**src/rtl/pg_monitor_pkg.sv**
```systemverilog
package pg_monitor_pkg;

    // ----------------------------------------------------------------
    // Register map
    // ----------------------------------------------------------------
    localparam int unsigned reg_addr_w = 8;
    localparam int unsigned reg_data_w = 8;
    localparam logic [7:0] power_good_control_offset = 8'h13;
    localparam logic [7:0] monitor_one_levels_offset = 8'h14;
    localparam logic [7:0] reg_reset_value = 8'h00;

    // Writable bits; reserved bits are masked to zero
    localparam logic [7:0] power_good_control_mask = 8'h7f;
    localparam logic [7:0] monitor_one_levels_mask = 8'h1f;

    // ----------------------------------------------------------------
    // Field layout
    // ----------------------------------------------------------------
    localparam int unsigned n_sources = 6;
    localparam int unsigned check_method_bit = 6;
    localparam int unsigned analog_supply_bit = 5;
    localparam int unsigned monitor_two_bit = 4;
    localparam int unsigned monitor_one_bit = 3;
    localparam int unsigned boost_bit = 2;
    localparam int unsigned second_buck_bit = 1;
    localparam int unsigned first_buck_bit = 0;
    localparam int unsigned tolerance_lsb = 3;
    localparam int unsigned tolerance_w = 2;
    localparam int unsigned level_lsb = 0;
    localparam int unsigned level_w = 3;

    // Level code that leaves the input high-impedance (external divider)
    localparam logic [2:0] level_external_divider = 3'h0;

    // Tolerance codes: 2, 3, 4 and 6 percent
    typedef enum logic [1:0] {
        tol_2pct = 2'b00,
        tol_3pct = 2'b01,
        tol_4pct = 2'b10,
        tol_6pct = 2'b11
    } tolerance_t;

    // Configuration life cycle
    typedef enum logic [0:0] {
        cfg_load_otp = 1'b0,
        cfg_run = 1'b1
    } cfg_state_t;

endpackage : pg_monitor_pkg

```
**src/rtl/pg_monitor.sv**
```systemverilog
`timescale 1ns/1ps
`default_nettype none

module pg_monitor #(
    parameter int unsigned addr_w = 8 // Register address width
) (
    input wire logic i_core_clk, // 10 MHz core clock
    input wire logic i_reset, // Async reset, active high
    input wire logic [addr_w-1:0] i_reg_addr, // Register address
    input wire logic [pg_monitor_pkg::reg_data_w-1:0] i_reg_wdata, // Write data
    input wire logic i_reg_wr, // Write strobe
    input wire logic i_reg_rd, // Read strobe
    output logic [pg_monitor_pkg::reg_data_w-1:0] o_reg_rdata, // Read data, next cycle
    input wire logic [7:0] i_otp_control_default, // One-time memory control default
    input wire logic [7:0] i_otp_levels_default, // One-time memory levels default
    input wire logic [pg_monitor_pkg::n_sources-1:0] i_uv_flags, // Undervoltage comparators
    input wire logic [pg_monitor_pkg::n_sources-1:0] i_ov_flags, // Overvoltage comparators
    output logic o_power_good_out_a, // Power good A, high when good
    output logic o_power_good_out_b, // Power good B, high when good
    output logic o_fault_event, // One-cycle pulse on new fault
    output logic [pg_monitor_pkg::tolerance_w-1:0] o_monitor_one_tolerance, // Window code
    output logic [pg_monitor_pkg::level_w-1:0] o_monitor_one_level, // Threshold code
    output logic o_monitor_one_divider_en // Internal divider on
);
    import pg_monitor_pkg::*;

    localparam int unsigned n = n_sources;

    // Address must reach both register offsets
    if (addr_w < 5) begin : g_bad_addr_w
        $error("pg_monitor: addr_w too small for register map");
    end

    // ----------------------------------------------------------------
    // Address decode
    // ----------------------------------------------------------------
    function automatic logic hits(input logic [addr_w-1:0] a, input logic [7:0] off);
        hits = (a == addr_w'(off));
    endfunction : hits

    cfg_state_t state_r;
    logic [7:0] ctrl_r;
    logic [7:0] level_r;
    logic [n-1:0] uv_s1_r, uv_s2_r, uv_s3_r, uv_flt_r;
    logic [n-1:0] ov_s1_r, ov_s2_r, ov_s3_r, ov_flt_r;
    logic [n-1:0] fault_r;
    logic [n-1:0] enable_vec;
    logic [n-1:0] fault_nxt;
    logic check_method_select;
    logic analog_supply_check_enable;
    logic monitor_two_check_enable;
    logic monitor_one_check_enable;
    logic boost_check_enable;
    logic second_buck_check_enable;
    logic first_buck_check_enable;

    // ----------------------------------------------------------------
    // Configuration registers
    // ----------------------------------------------------------------
    // One load cycle after reset; a write in that cycle is dropped
    always_ff @(posedge i_core_clk or posedge i_reset) begin
        if (i_reset) begin
            state_r <= cfg_load_otp;
        end else begin
            state_r <= cfg_run;
        end
    end

    // Defaults cannot be a reset constant, so they load after release
    always_ff @(posedge i_core_clk or posedge i_reset) begin
        if (i_reset) begin
            ctrl_r <= reg_reset_value;
            level_r <= reg_reset_value;
        end else if (state_r == cfg_load_otp) begin
            ctrl_r <= i_otp_control_default & power_good_control_mask;
            level_r <= i_otp_levels_default & monitor_one_levels_mask;
        end else if (i_reg_wr) begin
            if (hits(i_reg_addr, power_good_control_offset)) begin
                ctrl_r <= i_reg_wdata & power_good_control_mask;
            end
            if (hits(i_reg_addr, monitor_one_levels_offset)) begin
                level_r <= i_reg_wdata & monitor_one_levels_mask;
            end
        end
    end

    // Read port; unmapped addresses read zero
    always_ff @(posedge i_core_clk or posedge i_reset) begin
        if (i_reset) begin
            o_reg_rdata <= reg_reset_value;
        end else if (i_reg_rd) begin
            if (hits(i_reg_addr, power_good_control_offset)) begin
                o_reg_rdata <= ctrl_r;
            end else if (hits(i_reg_addr, monitor_one_levels_offset)) begin
                o_reg_rdata <= level_r;
            end else begin
                o_reg_rdata <= reg_reset_value;
            end
        end
    end

    // ----------------------------------------------------------------
    // Field decode
    // ----------------------------------------------------------------
    // method select
    assign check_method_select = ctrl_r[check_method_bit];
    assign analog_supply_check_enable = ctrl_r[analog_supply_bit];
    assign monitor_two_check_enable = ctrl_r[monitor_two_bit];
    assign monitor_one_check_enable = ctrl_r[monitor_one_bit];
    assign boost_check_enable = ctrl_r[boost_bit];
    assign second_buck_check_enable = ctrl_r[second_buck_bit];
    assign first_buck_check_enable = ctrl_r[first_buck_bit];
    assign enable_vec = {analog_supply_check_enable, monitor_two_check_enable,
                         monitor_one_check_enable, boost_check_enable,
                         second_buck_check_enable, first_buck_check_enable};

    // ----------------------------------------------------------------
    // Comparator input filtering
    // ----------------------------------------------------------------
    // Three stages; a change counts only once stages two and three agree
    always_ff @(posedge i_core_clk or posedge i_reset) begin
        if (i_reset) begin
            uv_s1_r <= '0;
            uv_s2_r <= '0;
            uv_s3_r <= '0;
            ov_s1_r <= '0;
            ov_s2_r <= '0;
            ov_s3_r <= '0;
        end else begin
            uv_s1_r <= i_uv_flags;
            uv_s2_r <= uv_s1_r;
            uv_s3_r <= uv_s2_r;
            ov_s1_r <= i_ov_flags;
            ov_s2_r <= ov_s1_r;
            ov_s3_r <= ov_s2_r;
        end
    end

    // Per-bit agreement filter
    genvar gi;
    generate
        for (gi = 0; gi < n; gi++) begin : g_filter
            always_ff @(posedge i_core_clk or posedge i_reset) begin
                if (i_reset) begin
                    uv_flt_r[gi] <= 1'b0;
                    ov_flt_r[gi] <= 1'b0;
                end else begin
                    if (uv_s2_r[gi] == uv_s3_r[gi]) begin
                        uv_flt_r[gi] <= uv_s3_r[gi];
                    end
                    if (ov_s2_r[gi] == ov_s3_r[gi]) begin
                        ov_flt_r[gi] <= ov_s3_r[gi];
                    end
                end
            end
        end
    endgenerate

    // ----------------------------------------------------------------
    // Power-good evaluation
    // ----------------------------------------------------------------
    // overvoltage counts only in window mode
    assign fault_nxt = enable_vec & (uv_flt_r | (ov_flt_r & {n{check_method_select}}));

    // Both outputs share the same verdict; both are high when good, low in reset and the load cycle
    always_ff @(posedge i_core_clk or posedge i_reset) begin
        if (i_reset) begin
            fault_r <= '0;
            o_power_good_out_a <= 1'b0;
            o_power_good_out_b <= 1'b0;
        end else begin
            fault_r <= fault_nxt;
            o_power_good_out_a <= (state_r == cfg_run) && (fault_nxt == '0);
            o_power_good_out_b <= (state_r == cfg_run) && (fault_nxt == '0);
        end
    end

    // A config change can newly expose a fault, which then pulses here
    always_ff @(posedge i_core_clk or posedge i_reset) begin
        if (i_reset) begin
            o_fault_event <= 1'b0;
        end else begin
            o_fault_event <= |(fault_nxt & ~fault_r);
        end
    end

    // ----------------------------------------------------------------
    // Monitor one analog settings
    // ----------------------------------------------------------------
    always_ff @(posedge i_core_clk or posedge i_reset) begin
        if (i_reset) begin
            o_monitor_one_tolerance <= '0;
            o_monitor_one_level <= '0;
            o_monitor_one_divider_en <= 1'b0;
        end else begin
            o_monitor_one_tolerance <= level_r[tolerance_lsb +: tolerance_w];
            o_monitor_one_level <= level_r[level_lsb +: level_w];
            o_monitor_one_divider_en <=
                (level_r[level_lsb +: level_w] != level_external_divider);
        end
    end
endmodule : pg_monitor

`default_nettype wire

```
**config.mk**
```make
export PLATFORM = sky130hd
export DESIGN_NAME = pg_monitor
export DESIGN_NICKNAME = d
export VERILOG_FILES = /design/src/rtl/pg_monitor_pkg.sv /design/src/rtl/pg_monitor.sv
export SDC_FILE = /design/constraint.sdc
export NUM_CORES = 1
export LEC_CHECK = 0
export ABC_AREA = 1
export BUFFER_PORTS_ARGS = -buffer_cell sky130_fd_sc_hd__buf_2
export CORE_ASPECT_RATIO = 0.75
export CORE_MARGIN = 4
export CORE_UTILIZATION = 45
export CTS_CLUSTER_DIAMETER = 60
export DETAILED_ROUTE_END_ITERATION = 8
export PLACE_DENSITY = 0.7
export SLEW_MARGIN = 15
export SYNTH_ARGS = -nofsm -noshare
export SYNTH_HDL_FRONTEND = slang
export SYNTH_SLANG_ARGS = --single-unit
```
**constraint.sdc**
```tcl
create_clock -name i_core_clk -period 4.52 [get_ports i_core_clk]
set_clock_uncertainty 0.05 [all_clocks]
set_input_delay 0.226 -clock i_core_clk [delete_from_list [all_inputs] [get_ports i_core_clk]]
set_output_delay 0.226 -clock i_core_clk [all_outputs]
set_load 0.01 [all_outputs]
```
# After elaboration in Yosys (flattened, before gate mapping)
# Index checks and enable logic that the tools add are counted.
word_totals:
  memories: 0
  latch_bits: 0
  rom_bits: 0
  ff_bits: 87
  out_inout_bits: 17
  inputBits: 48
  wordCells: 64
  ramBits: 0
classes:
  add_sub_neg: 0
  bitwise_logic: 5
  n_shift: 0
  n_mul: 0
  div: 0
  reduce_logical: 6
  eq_ne: 17
  magnitude_cmp: 0
  muxes: 8
ops:
  columns: ["op", "n"]
  rows:
  - ["8-bit two-way mux", 8]
  - ["6-bit AND", 3]
  - ["8-bit by 5-bit equality test with 1-bit output, second input constant", 2]
  - ["1-bit equality test", 12]
  - ["6-bit logical NOT", 1]
  - ["6-bit NOT", 1]
  - ["6-bit bitwise OR", 1]
  - ["6-bit OR reduction", 1]
  - ["2-bit by 1-bit inequality test with 1-bit output, second input constant", 2]
  - ["2-bit AND reduction", 2]
  - ["3-bit nonzero test", 1]
  - ["2-bit inequality test, second input constant", 1]
  - ["1-bit logical AND", 1]

# Logic depth before layout (Yosys ltp)
logic_depth:
  word_depth: 5
  depth_mapped: 8
  depth_no_buf: 7

# Worst setup path before layout
# OpenSTA, ideal clock, no wires.
synth_timing:
  path_kind: "register to register"
  start: "register state_r"
  end: "register ctrl_r[0]"
  period_less_slack_ps: 1067
  path_stages_with_launch: 6
  arrival_ps: 900
  setup_time_ps: 118
  required_time_ps: 4352
  path_buffers: 1
  slack_ps: 3453
  cell_sequence: "dfrtp_1 > inv_2 > or2_0 > clkbuf_1 > nand3_1 > nand2_1"
synth_via:
  elab_chain_cells: 2
  word_cells_on_any_way: 4
  classes_between: "eq/ne (2); mux (1); reduce/logical (1)"
synth_rtl:
  columns: ["element", "line", "text"]
  rows:
  - ["start: declaration", "pg_monitor.sv:41", "cfg_state_t state_r;"]
  - ["start signal: assignment", "pg_monitor.sv:63", "state_r <= cfg_load_otp;"]
  - ["start signal: assignment", "pg_monitor.sv:65", "state_r <= cfg_run;"]
  - ["2-bit by 1-bit inequality test with 1-bit output (no source line) / 2-bit inequality test (equally long branches)", null, null]
  - ["2-bit AND reduction (no source line)", null, null]
  - ["end signal: assignment", "pg_monitor.sv:72", "ctrl_r <= reg_reset_value;"]
  - ["end signal: assignment", "pg_monitor.sv:75", "ctrl_r <= i_otp_control_default & power_good_control_mask;"]
  - ["end signal: assignment", "pg_monitor.sv:79", "ctrl_r <= i_reg_wdata & power_good_control_mask;"]
  - ["end: declaration", "pg_monitor.sv:42", "logic [7:0] ctrl_r;"]
# Parallel ways exist; a longest one is shown, timed or not.
# A chain may end at the register's enable or synchronous reset.

# Worst setup path after layout
layout_timing:
  start: "register state_r"
  end: "register ctrl_r[6]"
# The elaborated chain is that of the path after synthesis.

==> results.toml <==
[synthesis]
seq_area_frac_synth_pct = 69.26
syn_area_mm2 = 0.002963
syn_avg_cell_area_um2 = 10.85
netlist_instances = 273
synth_nets = 321
synth_warnings = 0
ys_types = 21
synth_seq_cells = 82

[routing]
num_vias = 2013
drt_iter0_markers = 91
drc = 0
drtAntennaViolNets = 0
routed_via_density = 4.660
routedWlPerCell_um = 12.22
drt_pass1_iterations = 4
finalWirelength_mm = 5.278

[clocking]
numClockSinks = 82
cts_tree = "built"
postCtsSetupBuffers = 0
cts_buffer_depth = 2
cts_resized = 0
clock-root-buffer = "clkbuf_8"
numCtsBuffers = 9
clk_pin_slew_ns = 0.08
h-tree-depth = 3
clk_latency_ns = 0.34

[sta]
fmax_mhz = 543.3
rsz0062_at_grt = "no"
finalHoldViolCount = 0
period_share_pct = 40.72
setup_viol = 0
drv_slew = 0
max-slew-margin-rel_pct = 52.66
worstMarginPinSlew_ns = 0.7101
setup_slack_ns = 2.679
min_period_ns = 1.841
tns_ns = 0

[pwr]
p_comb_share_pct = 8.3
vdd_drop_max_uv = 252.7
clkPwrFrac_pct = 37.6
p_switching_uw = 345.7
seqPwrFrac_pct = 54.1
p_sw_share_pct = 22.84
p_per_area_mw_per_mm2 = 413.6
leakagePower_uw = 0.001927
p_int_uw = 1168

[global_routing]
grt_pass1_vias = 1914
grt.busiest_layer = "met2"
grt_max_degree = 60
track_usage_pct = 14.51
grtUsageMet1_pct = 20.17
gr-total-overflow = 0
antenna_found_initial = 0
grt_use_met2_pct = 21.34
grt_pass1_wl_mm = 8.907
use_met3_pct = 5.062

[setup_path]
cp-endpoint = "ctrl_r[6]"
crit_type = "flop to flop"
cp_num_cells = 4
worstPathCellList = "inv_2, or2_0, nand3_1, nand2_1"
slowest_delay_ns = 0.81
worst_setup_path_start_kind = "flop"
ff2ff_path_depth = 4
crit_start = "state_r"
r2r_start = "state_r"
cpMaxStageDelayCell = "dfrtp_1"
worstPathMaxFanout = 22
crit_buf_inv = 1
worst_setup_path_end_kind = "flop"
r2r-end = "ctrl_r[6]"
required_ns = 4.71
cp_top_family = "flip-flops"
rrSetupSlack_ns = 2.68
critPathArrivalTime_ns = 2.03

[finish]
final_nets = 395
drive_gt1_share_pct = 23.36
post-route-util_pct = 57.64
antenna_cells = 0
area_delta_synth_final_pct = 23.52

[place]
gp_congestion = 0.8082
hpwlAfterDp_mm = 3.693
io_buffer_count = 58
dpl_worst_slack_ns = 2.720

[run]
cap_violations = 0

[floorplan]
dieArea_mm2 = 0.007960
start_util_pct = 46.66
num_rows = 25
io_pins = 65
die_w_um = 101.7
die_h_um = 78.27
core_mm2 = 0.006350

[hold_path]
holdPathStages = 5
min_from = "i_otp_levels_default[4]"
hold_class = "input port to flop"

[run_status]
status = "complete, no violations"
## how the worst min path moves through the flow
stage / end / slack, ns
2_1_floorplan: ov_s1_r[0] / 0.21
3_3_place_gp: uv_s1_r[5] / 0.17
3_5_place_dp: uv_s1_r[5] / 0.17
4_1_cts: o_reg_rdata[4] / 0.11
5_1_grt: o_reg_rdata[0] / 0.12
6_report: level_r[4] / 0.12
## registers in the layout, indices dropped and copies added (netlist names)
signal / flops
o_monitor_one_tolerance: 2
uv_s2_r: 6
level_r: 5
ov_flt_r: 6
ov_s2_r: 6
ov_s1_r: 6
fault_r: 6
o_reg_rdata: 7
o_fault_event: 1
o_monitor_one_divider_en: 1
ctrl_r: 7
uv_s1_r: 6
uv_flt_r: 6
ov_s3_r: 6
o_monitor_one_level: 3
state_r: 1
o_power_good_out_b: 1
uv_s3_r: 6
## cell usage after synthesis
library cell   n  area share, %
nor2_1         6           0.76
nor2_2         1           0.21
inv_2          2           0.25
maj3_1        12            4.1
buf_4          4            1.0
nand2_1       93             12
nand3_2        1           0.34
clkbuf_1       3           0.38
nand3_1       31            5.2
nand2_2        2           0.42
inv_1         19            2.4
a21o_1         2           0.51
a21boi_1       3           0.76
o21ai_0        2           0.34
nor2_4         2           0.76
nand3b_1       2           0.51
or3_1          1           0.21
conb_1         2           0.25
or2_0          1           0.21
buf_2          2           0.34
dfrtp_1       82             69
## timing repair
action,CTS,global route
endpoints found under the setup margin,0,0
hold endpoints to repair,35,0
hold buffers,13,0
## logic make-up after synthesis
kind of cell / after synthesis / synth area share [%]
flops: 82 / 69.26
buf+inv: 30 / 4.392
simple gates: 140 / 20.44
compound gates: 7 / 1.605
other cells: 2 / 0.2535
fa+ha+maj: 12 / 4.054
## worst register-to-register path: stages, from the launching register on
cell,delay [ns]
dfrtp_1,0.81
inv_2,0.26
or2_0,0.40
nand3_1,0.16
nand2_1,0.05
## metal layers
layer | routed length (um) | up-vias
met5 | 0 | -
met4 | 78 | 0
met2 | 2469 | 35
li1 | - | 1003
met1 | 2469 | 965
met3 | 261 | 10
## metrics by stage
step / cells / hold WS [ns] / cell area, um2 / total power (uW)
2_1_floorplan: 273 / 0.2074 / 2963 / 902.7
3_3_place_gp: 404 / 0.1657 / 3312 / 947.0
3_5_place_dp: 404 / 0.1724 / 3312 / 954.1
4_1_cts: 432 / 0.1083 / 3660 / 1535
5_1_grt: 432 / 0.1169 / 3660 / 1590
6_report: 432 / 0.1166 / 3660 / 1514
## layout make-up
type                            instances  area, um2
Fill cell                             557       2690
Sequential cell                        82       2052
Multi-Input combinational cell        161      780.7
Timing Repair Buffer                   72      427.9
Clock buffer                           11      141.4
Tap cell                               81      101.3
Inverter                               21      80.08
Clock inverter                          4      76.32
## layout by cell type, fill, tap and decap left out, types with 2 or more instances in the layout
| master | n |
|---|---|
| a21boi_1 | 3 |
| a21o_1 | 2 |
| buf_2 | 58 |
| bufinv_16 | 2 |
| clkbuf_8 | 10 |
| conb_1 | 2 |
| dfrtp_1 | 82 |
| dlygate4sd3_1 | 13 |
| inv_1 | 18 |
| inv_2 | 2 |
| maj3_1 | 12 |
| nand2_1 | 93 |
| nand2_2 | 2 |
| nand3_1 | 31 |
| nand3b_1 | 2 |
| nor2_1 | 6 |
| nor2_4 | 2 |
| o21ai_0 | 2 |
## power groups by stage
stage | combinational (uW) | clock, uW | sequential (uW)
final | 126 | 568 | 819
after detailed placement | 120 | 0 | 834
after global placement | 115 | 0 | 832
after CTS | 129 | 586 | 820
after floorplan | 77.1 | 0 | 826
after global routing | 144 | 619 | 827
Note: power is estimated with default switching activity, not from simulation.
